File: src/pmw_defs.svh
// constants for the setpoint pacing and converter result register port
`ifndef PMW_DEFS_SVH
`define PMW_DEFS_SVH
`define PMW_CLK_MHZ          10
`define PMW_I2C_ADDR         7'h2d
`define PMW_NUM_OUT          5
// register offsets
`define PMW_REG_CONV_EN      8'h01
`define PMW_REG_SP_FIRST     8'h10
`define PMW_REG_SP_LAST      8'h14
`define PMW_REG_STATUS       8'h1a
`define PMW_REG_DIE_TEMP     8'h1b
`define PMW_REG_AN_A         8'h1c
`define PMW_REG_AN_B         8'h1d
// reset values
`define PMW_LIN_SP_RST       8'ha5
`define PMW_SW_SP_RST        8'h00
`define PMW_CONV_EN_RST      1'b1
// timing
`define PMW_PACE_NOM_US      2000
`define PMW_PACE_MARGIN_PCT  10
`define PMW_SLEW_MV_PER_US   10
`define PMW_COARSE_STEP_UV   20000
`define PMW_FINE_STEP_UV     6250
// converter source select
`define PMW_SRC_DIE_TEMP     2'h0
`define PMW_SRC_AN_A         2'h1
`define PMW_SRC_AN_B         2'h2
`endif

File: src/pmw_pkg.sv
// types shared by the pacing port and its output channels
package pmw_pkg;
  typedef enum logic [2:0] {ST_IDLE, ST_ADDR, ST_REG, ST_WDAT, ST_RDAT, ST_MACK} pmw_i2c_st_t;
  typedef enum logic [1:0] {CV_CAL, CV_IDLE, CV_BUSY} pmw_conv_st_t;
  typedef struct packed {
    logic       stb;
    logic [7:0] data;
  } pmw_wr_t;
endpackage : pmw_pkg

File: src/pmw_chan.sv
// one output channel: setpoint register, pacing timer, slew ramp, power-ok blanking
`timescale 1ns/1ps
`include "pmw_defs.svh"
module pmw_chan #(
  parameter logic [7:0] RST_CODE = 8'h00,
  parameter int         STEP_CYC = 20,
  parameter int         PACE_CYC = 22000,
  parameter bit         RAMPS    = 1'b1
) (
  input  wire logic            mclk,
  input  wire logic            sys_rst,
  input  wire pmw_pkg::pmw_wr_t wr,
  input  wire logic            pg_raw,
  output logic                 busy,
  output logic [7:0]           setpoint,
  output logic [7:0]           level_ff,
  output logic                 power_ok_ff
);
  localparam int PW = $clog2(PACE_CYC + 1);
  localparam int SW = $clog2(STEP_CYC + 1);
  if (STEP_CYC < 1 || PACE_CYC < 9) begin : g_bad
    $error("pmw_chan: step or pacing count too small");
  end

  logic [7:0]    setpoint_ff;
  logic [PW-1:0] pace_ff;
  logic [SW-1:0] step_ff;
  logic          setpoint_ramping;
  logic          step_due;

  // ================================================================
  // status decode
  assign setpoint_ramping = (level_ff != setpoint_ff);
  assign busy             = (pace_ff != '0) | setpoint_ramping;
  assign setpoint         = setpoint_ff;
  assign step_due         = (step_ff == SW'(STEP_CYC - 1));

  // setpoint store and pacing window restart on an accepted write
  always_ff @(posedge mclk) begin
    if (sys_rst) begin
      setpoint_ff <= RST_CODE;
      pace_ff     <= '0;
    end else if (wr.stb) begin
      setpoint_ff <= wr.data;
      pace_ff     <= PW'(PACE_CYC);
    end else if (pace_ff != '0) begin
      pace_ff     <= pace_ff - PW'(1);
    end
  end

  // ramp one code per step period, or step at once when not ramping
  always_ff @(posedge mclk) begin
    if (sys_rst) begin
      level_ff <= RST_CODE;
      step_ff  <= '0;
    end else if (!RAMPS) begin
      level_ff <= setpoint_ff;
    end else if (!setpoint_ramping) begin
      step_ff  <= '0;
    end else if (step_due) begin
      step_ff  <= '0;
      level_ff <= (setpoint_ff > level_ff) ? level_ff + 8'h01 : level_ff - 8'h01;
    end else begin
      step_ff  <= step_ff + SW'(1);
    end
  end

  // power-ok held high while ramping, follows comparator after
  always_ff @(posedge mclk) begin
    if (sys_rst) power_ok_ff <= 1'b0;
    else power_ok_ff <= setpoint_ramping | pg_raw;
  end
endmodule : pmw_chan

File: src/pmw_i2c_pacing.sv
// serial register port with setpoint write pacing and converter result registers
// Function
// - never stretch clock; refuse by not-acknowledge
// - refuse setpoint rewrite within 2.2 ms
// - guard is 2 ms timer plus 10 percent
// - one change per output per window
// - switching outputs ramp at 10 V/ms
// - one converter shared by three sources
// - die temperature code readable at 0x1b
// - analog inputs readable at 0x1c, 0x1d
// - converter enabled, calibrated at power-up
// - refuse setpoint write while ramp unfinished
// - power-ok blanked high while ramping
`timescale 1ns/1ps
`include "pmw_defs.svh"
module pmw_i2c_pacing #(
  parameter int PACE_CYC = ((`PMW_PACE_NOM_US * (100 + `PMW_PACE_MARGIN_PCT)) / 100) * `PMW_CLK_MHZ
) (
  input  wire logic                          mclk,
  input  wire logic                          sys_rst,
  input  wire logic                          scl_in,
  input  wire logic                          sda_in,
  output logic                               sda_out_ff,
  output logic                               sda_oe_ff,
  input  wire logic [`PMW_NUM_OUT-1:0]       pg_raw,
  output logic [`PMW_NUM_OUT-1:0]            output_power_ok,
  output logic [`PMW_NUM_OUT-1:0][7:0]       vout_level,
  output logic                               conv_cal_ff,
  output logic                               conv_start_ff,
  output logic [1:0]                         conv_src_ff,
  input  wire logic                          conv_done,
  input  wire logic [7:0]                    conv_data
);
  localparam int COARSE_CYC = ((`PMW_COARSE_STEP_UV / `PMW_SLEW_MV_PER_US) * `PMW_CLK_MHZ) / 1000;
  localparam int FINE_CYC   = ((`PMW_FINE_STEP_UV / `PMW_SLEW_MV_PER_US) * `PMW_CLK_MHZ) / 1000;
  if (PACE_CYC < 9) begin : g_bad
    $error("pmw_i2c_pacing: PACE_CYC must be at least 9");
  end

  // setpoint register window decode, used by read and write paths
  function automatic logic sp_hit(input logic [7:0] a);
    sp_hit = (a >= `PMW_REG_SP_FIRST) && (a <= `PMW_REG_SP_LAST);
  endfunction : sp_hit

  logic                          scl_m_ff, scl_s_ff, scl_q_ff;
  logic                          sda_m_ff, sda_s_ff, sda_q_ff;
  logic [`PMW_NUM_OUT-1:0]       pg_m_ff, pg_s_ff;
  pmw_pkg::pmw_i2c_st_t          st_ff;
  pmw_pkg::pmw_conv_st_t         cv_ff;
  logic [7:0]                    shreg_ff, tx_ff, ptr_ff, rd_byte;
  logic [2:0]                    cnt_ff;
  logic                          byte_done_ff, ack_slot_ff, conv_en_ff;
  logic [7:0]                    res_ff [3];
  pmw_pkg::pmw_wr_t              wr_ff [`PMW_NUM_OUT];
  logic [`PMW_NUM_OUT-1:0]       chan_busy, wr_stb_vec;
  logic [`PMW_NUM_OUT-1:0][7:0]  sp_val;
  logic                          scl_rise, scl_fall, start_det, stop_det;
  logic                          wr_byte, ptr_sp, sp_busy, wr_accept;
  logic [2:0]                    sp_idx;

  // ================================================================
  // pin synchronisers, third stage only for edge detection
  always_ff @(posedge mclk) begin
    if (sys_rst) begin
      {scl_m_ff, scl_s_ff, scl_q_ff} <= 3'h7;
      {sda_m_ff, sda_s_ff, sda_q_ff} <= 3'h7;
      pg_m_ff <= '0;
      pg_s_ff <= '0;
    end else begin
      {scl_m_ff, scl_s_ff, scl_q_ff} <= {scl_in, scl_m_ff, scl_s_ff};
      {sda_m_ff, sda_s_ff, sda_q_ff} <= {sda_in, sda_m_ff, sda_s_ff};
      pg_m_ff <= pg_raw;
      pg_s_ff <= pg_m_ff;
    end
  end

  // bus event and write decision decode
  assign scl_rise  = scl_s_ff & ~scl_q_ff;
  assign scl_fall  = ~scl_s_ff & scl_q_ff;
  assign start_det = scl_s_ff & scl_q_ff & sda_q_ff & ~sda_s_ff;
  assign stop_det  = scl_s_ff & scl_q_ff & ~sda_q_ff & sda_s_ff;
  assign wr_byte   = scl_fall & ~ack_slot_ff & byte_done_ff & (st_ff == pmw_pkg::ST_WDAT);
  assign ptr_sp    = sp_hit(ptr_ff);
  assign sp_idx    = ptr_ff[2:0];
  assign sp_busy   = ptr_sp & chan_busy[sp_idx];
  assign wr_accept = ~sp_busy;

  // read data selection
  assign rd_byte = ptr_sp                           ? sp_val[sp_idx] :
                   (ptr_ff == `PMW_REG_CONV_EN)     ? {7'h00, conv_en_ff} :
                   (ptr_ff == `PMW_REG_STATUS)      ? {3'h0, output_power_ok} :
                   (ptr_ff == `PMW_REG_DIE_TEMP)    ? res_ff[`PMW_SRC_DIE_TEMP] :
                   (ptr_ff == `PMW_REG_AN_A)        ? res_ff[`PMW_SRC_AN_A] :
                   (ptr_ff == `PMW_REG_AN_B)        ? res_ff[`PMW_SRC_AN_B] : 8'h00;

  // ================================================================
  // serial slave: sda driven low only, scl never driven
  always_ff @(posedge mclk) begin
    if (sys_rst) begin
      st_ff <= pmw_pkg::ST_IDLE;
      shreg_ff <= 8'h00;
      tx_ff <= 8'h00;
      ptr_ff <= 8'h00;
      cnt_ff <= 3'h0;
      byte_done_ff <= 1'b0;
      ack_slot_ff <= 1'b0;
      sda_oe_ff <= 1'b0;
      sda_out_ff <= 1'b0;
    end else if (start_det) begin
      st_ff <= pmw_pkg::ST_ADDR;
      cnt_ff <= 3'h0;
      byte_done_ff <= 1'b0;
      ack_slot_ff <= 1'b0;
      sda_oe_ff <= 1'b0;
    end else if (stop_det) begin
      st_ff <= pmw_pkg::ST_IDLE;
      byte_done_ff <= 1'b0;
      ack_slot_ff <= 1'b0;
      sda_oe_ff <= 1'b0;
    end else if (scl_rise && !ack_slot_ff) begin
      if (st_ff == pmw_pkg::ST_ADDR || st_ff == pmw_pkg::ST_REG || st_ff == pmw_pkg::ST_WDAT) begin
        shreg_ff <= {shreg_ff[6:0], sda_s_ff};
        cnt_ff <= cnt_ff + 3'h1;
        byte_done_ff <= (cnt_ff == 3'h7);
      end else if (st_ff == pmw_pkg::ST_RDAT) begin
        cnt_ff <= cnt_ff + 3'h1;
        if (cnt_ff == 3'h7) st_ff <= pmw_pkg::ST_MACK;
      end else if (st_ff == pmw_pkg::ST_MACK) begin
        if (!sda_s_ff) begin  // master wants another byte
          st_ff <= pmw_pkg::ST_RDAT;
          tx_ff <= rd_byte;
          ptr_ff <= ptr_ff + 8'h01;
          ack_slot_ff <= 1'b1;
        end else begin
          st_ff <= pmw_pkg::ST_IDLE;
        end
      end
    end else if (scl_fall) begin
      if (ack_slot_ff) begin  // end of acknowledge slot
        ack_slot_ff <= 1'b0;
        sda_oe_ff <= (st_ff == pmw_pkg::ST_RDAT) ? ~tx_ff[7] : 1'b0;
      end else if (byte_done_ff) begin
        byte_done_ff <= 1'b0;
        ack_slot_ff <= 1'b1;
        if (st_ff == pmw_pkg::ST_ADDR) begin
          if (shreg_ff[7:1] == `PMW_I2C_ADDR) begin
            sda_oe_ff <= 1'b1;
            st_ff <= shreg_ff[0] ? pmw_pkg::ST_RDAT : pmw_pkg::ST_REG;
            if (shreg_ff[0]) tx_ff <= rd_byte;
            if (shreg_ff[0]) ptr_ff <= ptr_ff + 8'h01;
          end else begin
            st_ff <= pmw_pkg::ST_IDLE;
          end
        end else if (st_ff == pmw_pkg::ST_REG) begin
          ptr_ff <= shreg_ff;
          sda_oe_ff <= 1'b1;
          st_ff <= pmw_pkg::ST_WDAT;
        end else begin
          sda_oe_ff <= wr_accept;
          ptr_ff <= ptr_ff + 8'h01;
        end
      end else if (st_ff == pmw_pkg::ST_RDAT) begin
        tx_ff <= {tx_ff[6:0], 1'b0};
        sda_oe_ff <= ~tx_ff[6];
      end else if (st_ff == pmw_pkg::ST_MACK) begin
        sda_oe_ff <= 1'b0;
      end
    end
  end

  // converter enable register and channel write strobes
  always_ff @(posedge mclk) begin
    if (sys_rst) begin
      conv_en_ff <= `PMW_CONV_EN_RST;
      for (int i = 0; i < `PMW_NUM_OUT; i++) wr_ff[i] <= '0;
    end else begin
      if (wr_byte && ptr_ff == `PMW_REG_CONV_EN) conv_en_ff <= shreg_ff[0];
      for (int i = 0; i < `PMW_NUM_OUT; i++) begin
        wr_ff[i].stb <= wr_byte & ptr_sp & wr_accept & (sp_idx == 3'(i));
        wr_ff[i].data <= shreg_ff;
      end
    end
  end

  // ================================================================
  // converter sequencer: calibrate once, then rotate sources
  always_ff @(posedge mclk) begin
    if (sys_rst) begin
      cv_ff <= pmw_pkg::CV_CAL;
      conv_cal_ff <= 1'b1;
      conv_start_ff <= 1'b0;
      conv_src_ff <= `PMW_SRC_DIE_TEMP;
      for (int i = 0; i < 3; i++) res_ff[i] <= 8'h00;
    end else begin
      unique case (cv_ff)
        pmw_pkg::CV_CAL: begin
          if (conv_done) conv_cal_ff <= 1'b0;
          if (conv_done) cv_ff <= pmw_pkg::CV_IDLE;
        end
        pmw_pkg::CV_IDLE: begin
          conv_start_ff <= conv_en_ff;
          if (conv_en_ff) cv_ff <= pmw_pkg::CV_BUSY;
        end
        pmw_pkg::CV_BUSY: begin
          conv_start_ff <= 1'b0;
          if (conv_done) begin
            res_ff[conv_src_ff] <= conv_data;
            conv_src_ff <= (conv_src_ff == `PMW_SRC_AN_B) ? `PMW_SRC_DIE_TEMP : conv_src_ff + 2'h1;
            cv_ff <= pmw_pkg::CV_IDLE;
          end
        end
      endcase
    end
  end

  // ================================================================
  // output channels: 0 linear, 1-2 coarse switchers, 3-4 fine switchers
  for (genvar g = 0; g < `PMW_NUM_OUT; g++) begin : g_out
    pmw_chan #(
      .RST_CODE ((g == 0) ? `PMW_LIN_SP_RST : `PMW_SW_SP_RST),
      .STEP_CYC ((g >= 3) ? FINE_CYC : COARSE_CYC),
      .PACE_CYC (PACE_CYC),
      .RAMPS    (g != 0)
    ) u_chan (
      .mclk        (mclk),
      .sys_rst     (sys_rst),
      .wr          (wr_ff[g]),
      .pg_raw      (pg_s_ff[g]),
      .busy        (chan_busy[g]),
      .setpoint    (sp_val[g]),
      .level_ff    (vout_level[g]),
      .power_ok_ff (output_power_ok[g])
    );
    assign wr_stb_vec[g] = wr_ff[g].stb;
  end
endmodule : pmw_i2c_pacing

File: config.mk
export PLATFORM = sky130hd
export DESIGN_NAME = pmw_i2c_pacing
export DESIGN_NICKNAME = d
export VERILOG_FILES = /design/src/pmw_pkg.sv /design/src/pmw_chan.sv /design/src/pmw_i2c_pacing.sv
export VERILOG_INCLUDE_DIRS = /design/src /design/src/src
export SDC_FILE = /design/constraint.sdc
export NUM_CORES = 1
export LEC_CHECK = 0
export ABC_AREA = 1
export BUFFER_PORTS_ARGS = -buffer_cell sky130_fd_sc_hd__buf_2
export CORE_UTILIZATION = 40
export DETAILED_ROUTE_END_ITERATION = 16
export PLACE_DENSITY_LB_ADDON = 0.05
export SETUP_SLACK_MARGIN = 0.2
export SYNTH_ARGS = -nofsm -noshare
export SYNTH_HDL_FRONTEND = slang
export SYNTH_SLANG_ARGS = --single-unit
File: constraint.sdc
create_clock -name mclk -period 3.35 [get_ports mclk]
set_input_delay 0.67 -clock mclk [delete_from_list [all_inputs] [get_ports mclk]]
set_output_delay 0.67 -clock mclk [all_outputs]
set_load 0.02 [all_outputs]
==> PnR_summary.wiki, run 1 <==
{| class="wikitable"
! Metric !! Value
|-
| Run status || completed
|-
| Net switching power || approximately 3.4 mW
|-
| Fraction of synthesized cell area in xor and xnor cells || 3.39%
|-
| Commonest non-fill, non-tap cell in the layout || sky130_fd_sc_hd__nor2_1
|-
| Measured slew at the worst slew-check pin || between 600 and 700 ps
|-
| Antenna-violating nets left || 0
|-
| Number of DRC markers in iteration 0 || ~600
|-
| Number of instances in the synthesized netlist || about 1900
|-
| I/O pin total || 69
|-
| Register bit total from synthesis || approximately 270
|-
| Post-detailed-route DRC marker count || 0
|-
| Vias in the first global route || 11266
|-
| Arrival time at the worst endpoint || 3330 ps
|-
| GRT Overall Usage || about 20%
|-
| Total met3 wirelength after detailed routing || 1330 µm
|-
| Number of buffer cells added on primary ports || between 60 and 70
|-
| YS warnings || 0
|-
| Upper clock frequency limit || 341 MHz
|-
| Post-detail-place hpwl || 25800 µm
|-
| Internal cell power || 7.12 mW
|-
| Sink count of the clock tree || about 270
|-
| Worst IR Drop VDD || 336 µV
|-
| Antenna violations before repair || 0
|-
| Clock Latency Late Sink || ~520 ps
|-
| Ys async rst share || 0%
|-
| Share of power burned in combinational logic || 24.7%
|-
| Total standard cell area after synthesis || 13700 µm²
|-
| Initial cell density of the core || slightly above 40%
|-
| Congestion Overflow GR || 0
|-
| Total negative setup slack || 0 ps
|-
| CTS tree || built
|-
| Leading cell types in the layout, fill and taps excluded || 317 x sky130_fd_sc_hd__nor2_1, 273 x sky130_fd_sc_hd__nand2_1, 248 x sky130_fd_sc_hd__inv_1
|-
| Antenna diodes || 0
|-
| Clock slew at reported path FFs || roughly 60 ps
|-
| Setup repair after global routing missed its margin || yes
|-
| Width of the chip || 187 µm
|-
| Dominant combinational cell family by area after synthesis || simple AND/OR/NAND/NOR gates
|-
| Die area || approximately 35000 µm²
|-
| Clk Tree Root Cell || sky130_fd_sc_hd__clkbuf_16
|-
| Number of buffers created by CTS || 34
|-
| Synth Area in Simple Gates || 23.5%
|-
| Post-Synthesis Mean Instance Area || slightly above 7 µm²
|-
| Max-capacitance violation count || 0
|-
| Critical path capture point type || register
|-
| Post-DR wirelength/cell || 14.5 µm
|-
| Drt first pass iters || 5
|-
| Mux cell area share after synthesis || 0%
|-
| Class of the worst hold path || input pin to register
|-
| Routed wire length || approximately 35000 µm
|-
| Vias per cell || 4.98
|-
| CTS Hold Buffers Added || 0
|-
| Category of the critical setup timing path || register to register
|-
| Chip Height || roughly 190 µm
|-
| Synth-to-layout area growth || 14.8%
|-
| Largest driver fanout on the critical path || 8
|-
| Post-layout net count || 2053
|-
| H-Tree Level Count || 2
|-
| Pin count of the biggest net entering global routing || 93
|-
| Setup-failing EPs final || 0
|-
| First-pass GRT wire length || about 58000 µm
|-
| Core Region || 33600 µm²
|-
| Worst EP required || 3750 ps
|-
| Lkg Pwr || 7.22 nW
|-
| Via count of the routed design || 12066
|-
| Topmost layer with routed signal wires || met4
|-
| Wire length on met2 || between 15000 and 20000 µm
|-
| Net switching fraction of the power || 32.1%
|-
| Share of total power in sequential cells || 37.3%
|-
| Count of flip-flops with a built-in enable after synthesis || 24
|-
| Headroom to the max-slew limit || roughly 54%
|-
| Power density of the placed cells || ~670 nW/µm²
|-
| Routability cong. || 0.851
|-
| Sequential area share after synthesis || 41.0%
|-
| Minimum period implied by the final worst setup slack || 2930 ps
|-
| Net Count, Synth || 1989
|-
| Number of endpoints with negative hold slack in the final report || 0
|-
| Count of standard-cell rows || 67
|-
| Adder-cell share of the synthesized area || 8.16%
|-
| Detailed-routing wirelength on met1 || approximately 18000 µm
|-
| Fraction of final layout cells with drive strength greater than 1 || 8.21%
|-
| Final Core Density || 46.8%
|-
| Post-synthesis compound-gate area fraction || 15.2%
|-
| Buffer depth of the longest clock path || 3
|-
| Count of cell types in the netlist || 42
|-
| Maximum clock skew at final layout || 15.1 ps
|-
| Relative contribution of the clock network to total power || 38.1%
|-
| Main flop type after synthesis || sky130_fd_sc_hd__dfxtp_1
|-
| Final clock period utilization by the worst path || 87.4%
|-
| Max-slew violation total from the final report || 0
|-
| Setup crit start kind || register
|}
-- stage by stage --
step	worst slack (ps)	total power, mW	cell area [µm²]	hold slack (ps)	instances
2_1_floorplan	659	5.99	13700	388	1884
3_3_place_gp	340	6.54	14500	390	2360
3_5_place_dp	326	6.55	14500	398	2360
4_1_cts	309	10.6	15700	311	2421
5_1_grt	190	11.2	15700	324	2421
6_report	421	10.5	15700	335	2421
-- registers in the layout, summed over array words and instances, names as in the netlist, 2 cells and up --
| register | flops |
|---|---|
| cnt_ff | 3 |
| conv_src_ff | 2 |
| cv_ff | 2 |
| g_out.u_chan.level_ff | 40 |
| g_out.u_chan.pace_ff | 75 |
| g_out.u_chan.power_ok_ff | 5 |
| g_out.u_chan.setpoint | 40 |
| g_out.u_chan.step_ff | 16 |
| pg_m_ff | 5 |
| pg_s_ff | 5 |
| ptr_ff | 8 |
| res_ff | 24 |
| shreg_ff | 8 |
| st_ff | 3 |
| tx_ff | 8 |
| wr_ff | 13 |
-- Yosys cell counts, types with 2 or more instances --
cell	instances	area share (%)
sky130_fd_sc_hd__nor2_1	318	8.7
sky130_fd_sc_hd__nand2_1	275	7.5
sky130_fd_sc_hd__inv_1	249	6.8
sky130_fd_sc_hd__dfxtp_1	245	36
sky130_fd_sc_hd__a21oi_1	188	6.9
sky130_fd_sc_hd__o21ai_0	150	5.5
sky130_fd_sc_hd__nand3_1	102	3.7
sky130_fd_sc_hd__ha_1	83	7.6
sky130_fd_sc_hd__xor2_1	37	2.4
sky130_fd_sc_hd__clkbuf_1	35	0.96
sky130_fd_sc_hd__nand4_1	29	1.3
sky130_fd_sc_hd__a31oi_1	24	1.1
sky130_fd_sc_hd__edfxtp_1	24	5.3
sky130_fd_sc_hd__nor3_1	20	0.73
sky130_fd_sc_hd__xnor2_1	16	1.0
sky130_fd_sc_hd__nor4_1	11	0.50
sky130_fd_sc_hd__or2_2	10	0.46
sky130_fd_sc_hd__a211oi_1	9	0.49
sky130_fd_sc_hd__o21a_1	8	0.44
sky130_fd_sc_hd__buf_4	7	0.38
sky130_fd_sc_hd__buf_1	6	0.16
sky130_fd_sc_hd__o31ai_1	6	0.33
sky130_fd_sc_hd__fa_1	4	0.58
sky130_fd_sc_hd__buf_2	3	0.11
sky130_fd_sc_hd__nor2_2	3	0.14
sky130_fd_sc_hd__o211ai_1	3	0.16
sky130_fd_sc_hd__buf_6	2	0.16
sky130_fd_sc_hd__inv_2	2	0.055
sky130_fd_sc_hd__o21bai_1	2	0.11
-- critical path, stage by stage, from the launching register on --
cell,delay [ps]
sky130_fd_sc_hd__dfxtp_1,420
sky130_fd_sc_hd__inv_1,80
sky130_fd_sc_hd__ha_1,280
sky130_fd_sc_hd__nand4_1,140
sky130_fd_sc_hd__nor2_2,270
sky130_fd_sc_hd__inv_1,140
sky130_fd_sc_hd__nand2_1,280
sky130_fd_sc_hd__ha_1,340
sky130_fd_sc_hd__a21oi_1,140
sky130_fd_sc_hd__nand2_1,120
sky130_fd_sc_hd__a21oi_1,160
sky130_fd_sc_hd__nor2_1,50
sky130_fd_sc_hd__nor2_1,110
sky130_fd_sc_hd__xor2_1,80
sky130_fd_sc_hd__o21ai_0,150
sky130_fd_sc_hd__inv_1,50
-- layer usage --
metal | GRT usage [%] | vias up
met4 | 5.86 | 0
met2 | 32.2 | 233
li1 | - | 6295
met3 | 2.78 | 51
met1 | 28.5 | 5487
met5 | 0 | -
-- path summary, 6_finish.rpt --
| check | start | endpoint | slack [ps] | depth (start not counted) |
|---|---|---|---|---|
| hold / removal | sda_in | sda_m_ff | 340 | 2 |
| hold reg to reg | pg_m_ff[0] | pg_s_ff[0] | 400 | 2 |
| setup / recovery | g_out[1].u_chan.level_ff[4] | g_out[1].u_chan.level_ff[5] | 420 | 15 |
| setup reg to reg | g_out[1].u_chan.level_ff[4] | g_out[1].u_chan.level_ff[5] | 420 | 15 |
-- layout make-up --
class	count	area, µm²
fill	3427	17900
sequential	269	5630
clock buffer	44	1000
tap	448	561
clock inverter	17	240
inverter	252	946
timing repair buffer	81	468
multi-input combinational	1310	6900
-- power groups by stage --
stage | combinational, mW | sequential [mW] | clock (mW)
after global routing | 3.03 | 3.97 | 4.24
final | 2.59 | 3.91 | 4.00
after global placement | 2.57 | 3.97 | 0
after floorplan | 2.09 | 3.90 | 0
after CTS | 2.60 | 3.91 | 4.11
after detailed placement | 2.58 | 3.97 | 0
-- cell families after synthesis --
| family | Yosys count |
|---|---|
| flops | 269 |
| compound gates | 394 |
| buf+inv | 305 |
| other cells | 1 |
| fa+ha+maj | 87 |
| simple gates | 775 |
| xor+xnor | 53 |
-- repair_timing --
item,4_1_cts,5_1_grt
resized for setup,0,3
setup endpoints to repair,0,7
setup buffers,0,0
Power figures use the tool's default switching activity.
==> run 2, diff against run 1 <==
--- a/config.mk
+++ b/config.mk
@@ -12,2 +12,3 @@
 export DETAILED_ROUTE_END_ITERATION = 16
+export HOLD_SLACK_MARGIN = 0.08
 export PLACE_DENSITY_LB_ADDON = 0.05
--- a/constraint.sdc
+++ b/constraint.sdc
@@ -3,2 +3,2 @@
 set_output_delay 0.67 -clock mclk [all_outputs]
-set_load 0.02 [all_outputs]
+set_load 0.1 [all_outputs]
==> run 2 against run 1 <==
  * Worst setup slack improved by 91 ps
  * Critical path depth did not move
  * Sequential cell count did not move
  * Largest power group is now registers
  * Register-to-register slack improved by 90 ps
  * Critical endpoint is now g_out[2].u_chan.level_ff[6]
  * First-iteration DRC count rose by 2.3%
  * Combinational power rose by 2%
  * Global-route usage rose by 0.15 points
  * Clock skew fell by 4.7 ps
==> PnR_summary.wiki, run 2 (same netlist as run 1, synthesis figures left out) <==
{| class="wikitable"
! Metric !! Value
|-
| Initial cell density of the core || 40.8% (unchanged)
|-
| Antenna violations before repair || 0 (unchanged)
|-
| Width of the chip || 187 µm (unchanged)
|-
| Congestion Overflow GR || 0 (unchanged)
|-
| Worst IR Drop VDD || 486 µV (+45%)
|-
| Count of buffers added by post-CTS timing repair for setup || 0 (unchanged)
|-
| Max stage delay cell, worst path || sky130_fd_sc_hd__fa_1
|-
| Area taken by flip-flops and latches || 5650 µm² (+0.49%)
|-
| CTS-repair resized insts || 0 (unchanged)
|-
| Chip Height || 187 µm (unchanged)
|-
| Clk Tree Root Cell || sky130_fd_sc_hd__clkbuf_16
|-
| Synth-to-layout area growth || 14.4%
|-
| Number of buffers created by CTS || 34 (unchanged)
|-
| Post-DR wirelength/cell || 14.7 µm (+0.97%)
|-
| Post-place setup slack || 503 ps (+177 ps)
|-
| Cell area reported after detailed placement || 14500 µm² (+0.12%)
|-
| Drt first pass iters || 7 (+2)
|-
| Number of buffer cells added on primary ports || 67 (unchanged)
|-
| Stage delay of the slowest cell on the critical path || 410 ps (about the same)
|-
| Run status || completed
|-
| CTS tree || built
|-
| Largest driver fanout on the critical path || 7 (-1)
|-
| Post-layout net count || 2055 (+0.097%)
|-
| Number of DRC markers in iteration 0 || 624 (+2.3%)
|-
| Maximum clock skew at final layout || 10.4 ps (-4.66 ps)
|-
| Total negative setup slack || 0 ps (unchanged)
|-
| Die area || 35000 µm² (unchanged)
|-
| Category of the critical setup timing path || register to register
|-
| Measured slew at the worst slew-check pin || 638 ps (-52.8 ps)
|-
| Commonest non-fill, non-tap cell in the layout || sky130_fd_sc_hd__nor2_1
|-
| Fraction of final layout cells with drive strength greater than 1 || 9.06% (+0.85 points)
|-
| Vias per cell || 4.95 (-0.77%)
|-
| Sink count of the clock tree || 269 (unchanged)
|-
| Reg with most FFs || g_out.u_chan.pace_ff
|-
| WP buf/inv || 4 (+1)
|-
| Final-layout fill cell count || 3446 (+0.55%)
|-
| Critical path capture point type || register
|-
| Headroom to the max-slew limit || 57.4% (+3.6 points)
|-
| Crit-path cells || inv_1 > ha_1 > nand4_1 > nor2_1 > inv_1 > nand2_1 > inv_1 > fa_1 > o21ai_0 > nand2_1 > nand2_1 > a21oi_1 > xor2_1 > o21ai_0 > inv_1
|-
| Antenna-violating nets left || 0 (unchanged)
|-
| Count of standard-cell rows || 67 (unchanged)
|-
| Final clock period utilization by the worst path || 84.7% (-2.7 points)
|-
| Buffer depth of the longest clock path || 3 (unchanged)
|-
| Routability cong. || 0.822 (-3.5%)
|-
| Via count of the routed design || 11988 (-0.65%)
|-
| Arrival time at the worst endpoint || 3240 ps (-90 ps)
|-
| Pin count of the biggest net entering global routing || 52 (-44%)
|-
| Antenna diodes || 0 (unchanged)
|-
| Max-capacitance violation count || 0 (unchanged)
|-
| I/O pin total || 69 (unchanged)
|-
| Setup crit start kind || register
|-
| Post-detailed-route DRC marker count || 0 (unchanged)
|-
| First-pass GRT wire length || 58600 µm (+1.1%)
|-
| Leading cell types in the layout, fill and taps excluded || 318 x sky130_fd_sc_hd__nor2_1, 274 x sky130_fd_sc_hd__nand2_1, 248 x sky130_fd_sc_hd__inv_1
|-
| Worst EP required || 3750 ps (about the same)
|-
| Clock slew at reported path FFs || 60 ps (about the same)
|-
| Critical path's top delay family || adder cells
|-
| Area of combinational cells with multiple inputs || 6900 µm² (about the same)
|-
| Max-slew violation total from the final report || 0 (unchanged)
|-
| Critical Path Most Common Cell || sky130_fd_sc_hd__inv_1
|-
| Worst hold margin || 346 ps (+11.2 ps)
|-
| Core Region || 33600 µm² (unchanged)
|-
| Number of endpoints with negative hold slack in the final report || 0 (unchanged)
|-
| Post-detail-place hpwl || 26400 µm (+2.3%)
|-
| Class of the worst hold path || input pin to register
|-
| GRT Overall Usage || 20.4% (+0.15 points)
|-
| Minimum period implied by the final worst setup slack || 2840 ps (-91.1 ps)
|-
| Clock Latency Late Sink || 510 ps (about the same)
|-
| Final Core Density || 46.7% (-0.17 points)
|-
| Setup slack after layout || 512 ps (+91.1 ps)
|-
| Setup-failing EPs final || 0 (unchanged)
|-
| Number of flip-flops under the largest register name || 75 (unchanged)
|-
| Power density of the placed cells || 659 nW/µm² (-1.1%)
|-
| Routed wire length || 35600 µm (+1.1%)
|-
| Post-route design area || 15700 µm² (-0.37%)
|-
| CTS Hold Buffers Added || 0 (unchanged)
|-
| H-Tree Level Count || 2 (unchanged)
|-
| Upper clock frequency limit || 352 MHz (+3.2%)
|-
| Vias in the first global route || 11365 (+0.88%)
|-
| Setup repair after global routing missed its margin || no
|-
| Lkg Pwr || 7.20 nW (-0.30%)
|}
[run 2: layout make-up]
class,instances,area share (%)
Clock buffer,51,6.62
Clock inverter,11,0.845
Inverter,252,6.03
Multi-Input combinational cell,1310,44.0
Sequential cell,269,36.0
Tap cell,448,3.57
Timing Repair Buffer,83,2.92
[run 2: layer usage]
metal  vias up  GRT usage, %  share of wire (%)
met2       188          32.7                 43
met4         0          5.33                2.1
met5         -             0                  0
met3        53          3.04                4.1
met1      5431          28.6                 50
li1       6316             -                  -
[run 2: power by group]
group          switching, mW  internal, mW
Combinational           1.70         0.940
Clock                   1.41          2.37
Sequential             0.296          3.61
Total                   3.41          6.93
[run 2: worst paths after layout]
path / endpoint / cells after the start / slack [ps] / from
hold reg to reg: pg_s_ff[0] / 2 / 400 / pg_m_ff[0]
hold / removal: sda_m_ff / 2 / 350 / sda_in
setup reg to reg: g_out[2].u_chan.level_ff[6] / 15 / 510 / g_out[2].u_chan.level_ff[7]
setup / recovery: g_out[2].u_chan.level_ff[6] / 15 / 510 / g_out[2].u_chan.level_ff[7]
[run 2: stage by stage]
stage | std cells | power, mW
after floorplan | 1884 | 6.04
after global placement | 2362 | 6.61
after detailed placement | 2362 | 6.61
after CTS | 2424 | 10.5
after global routing | 2424 | 11.1
final | 2424 | 10.3
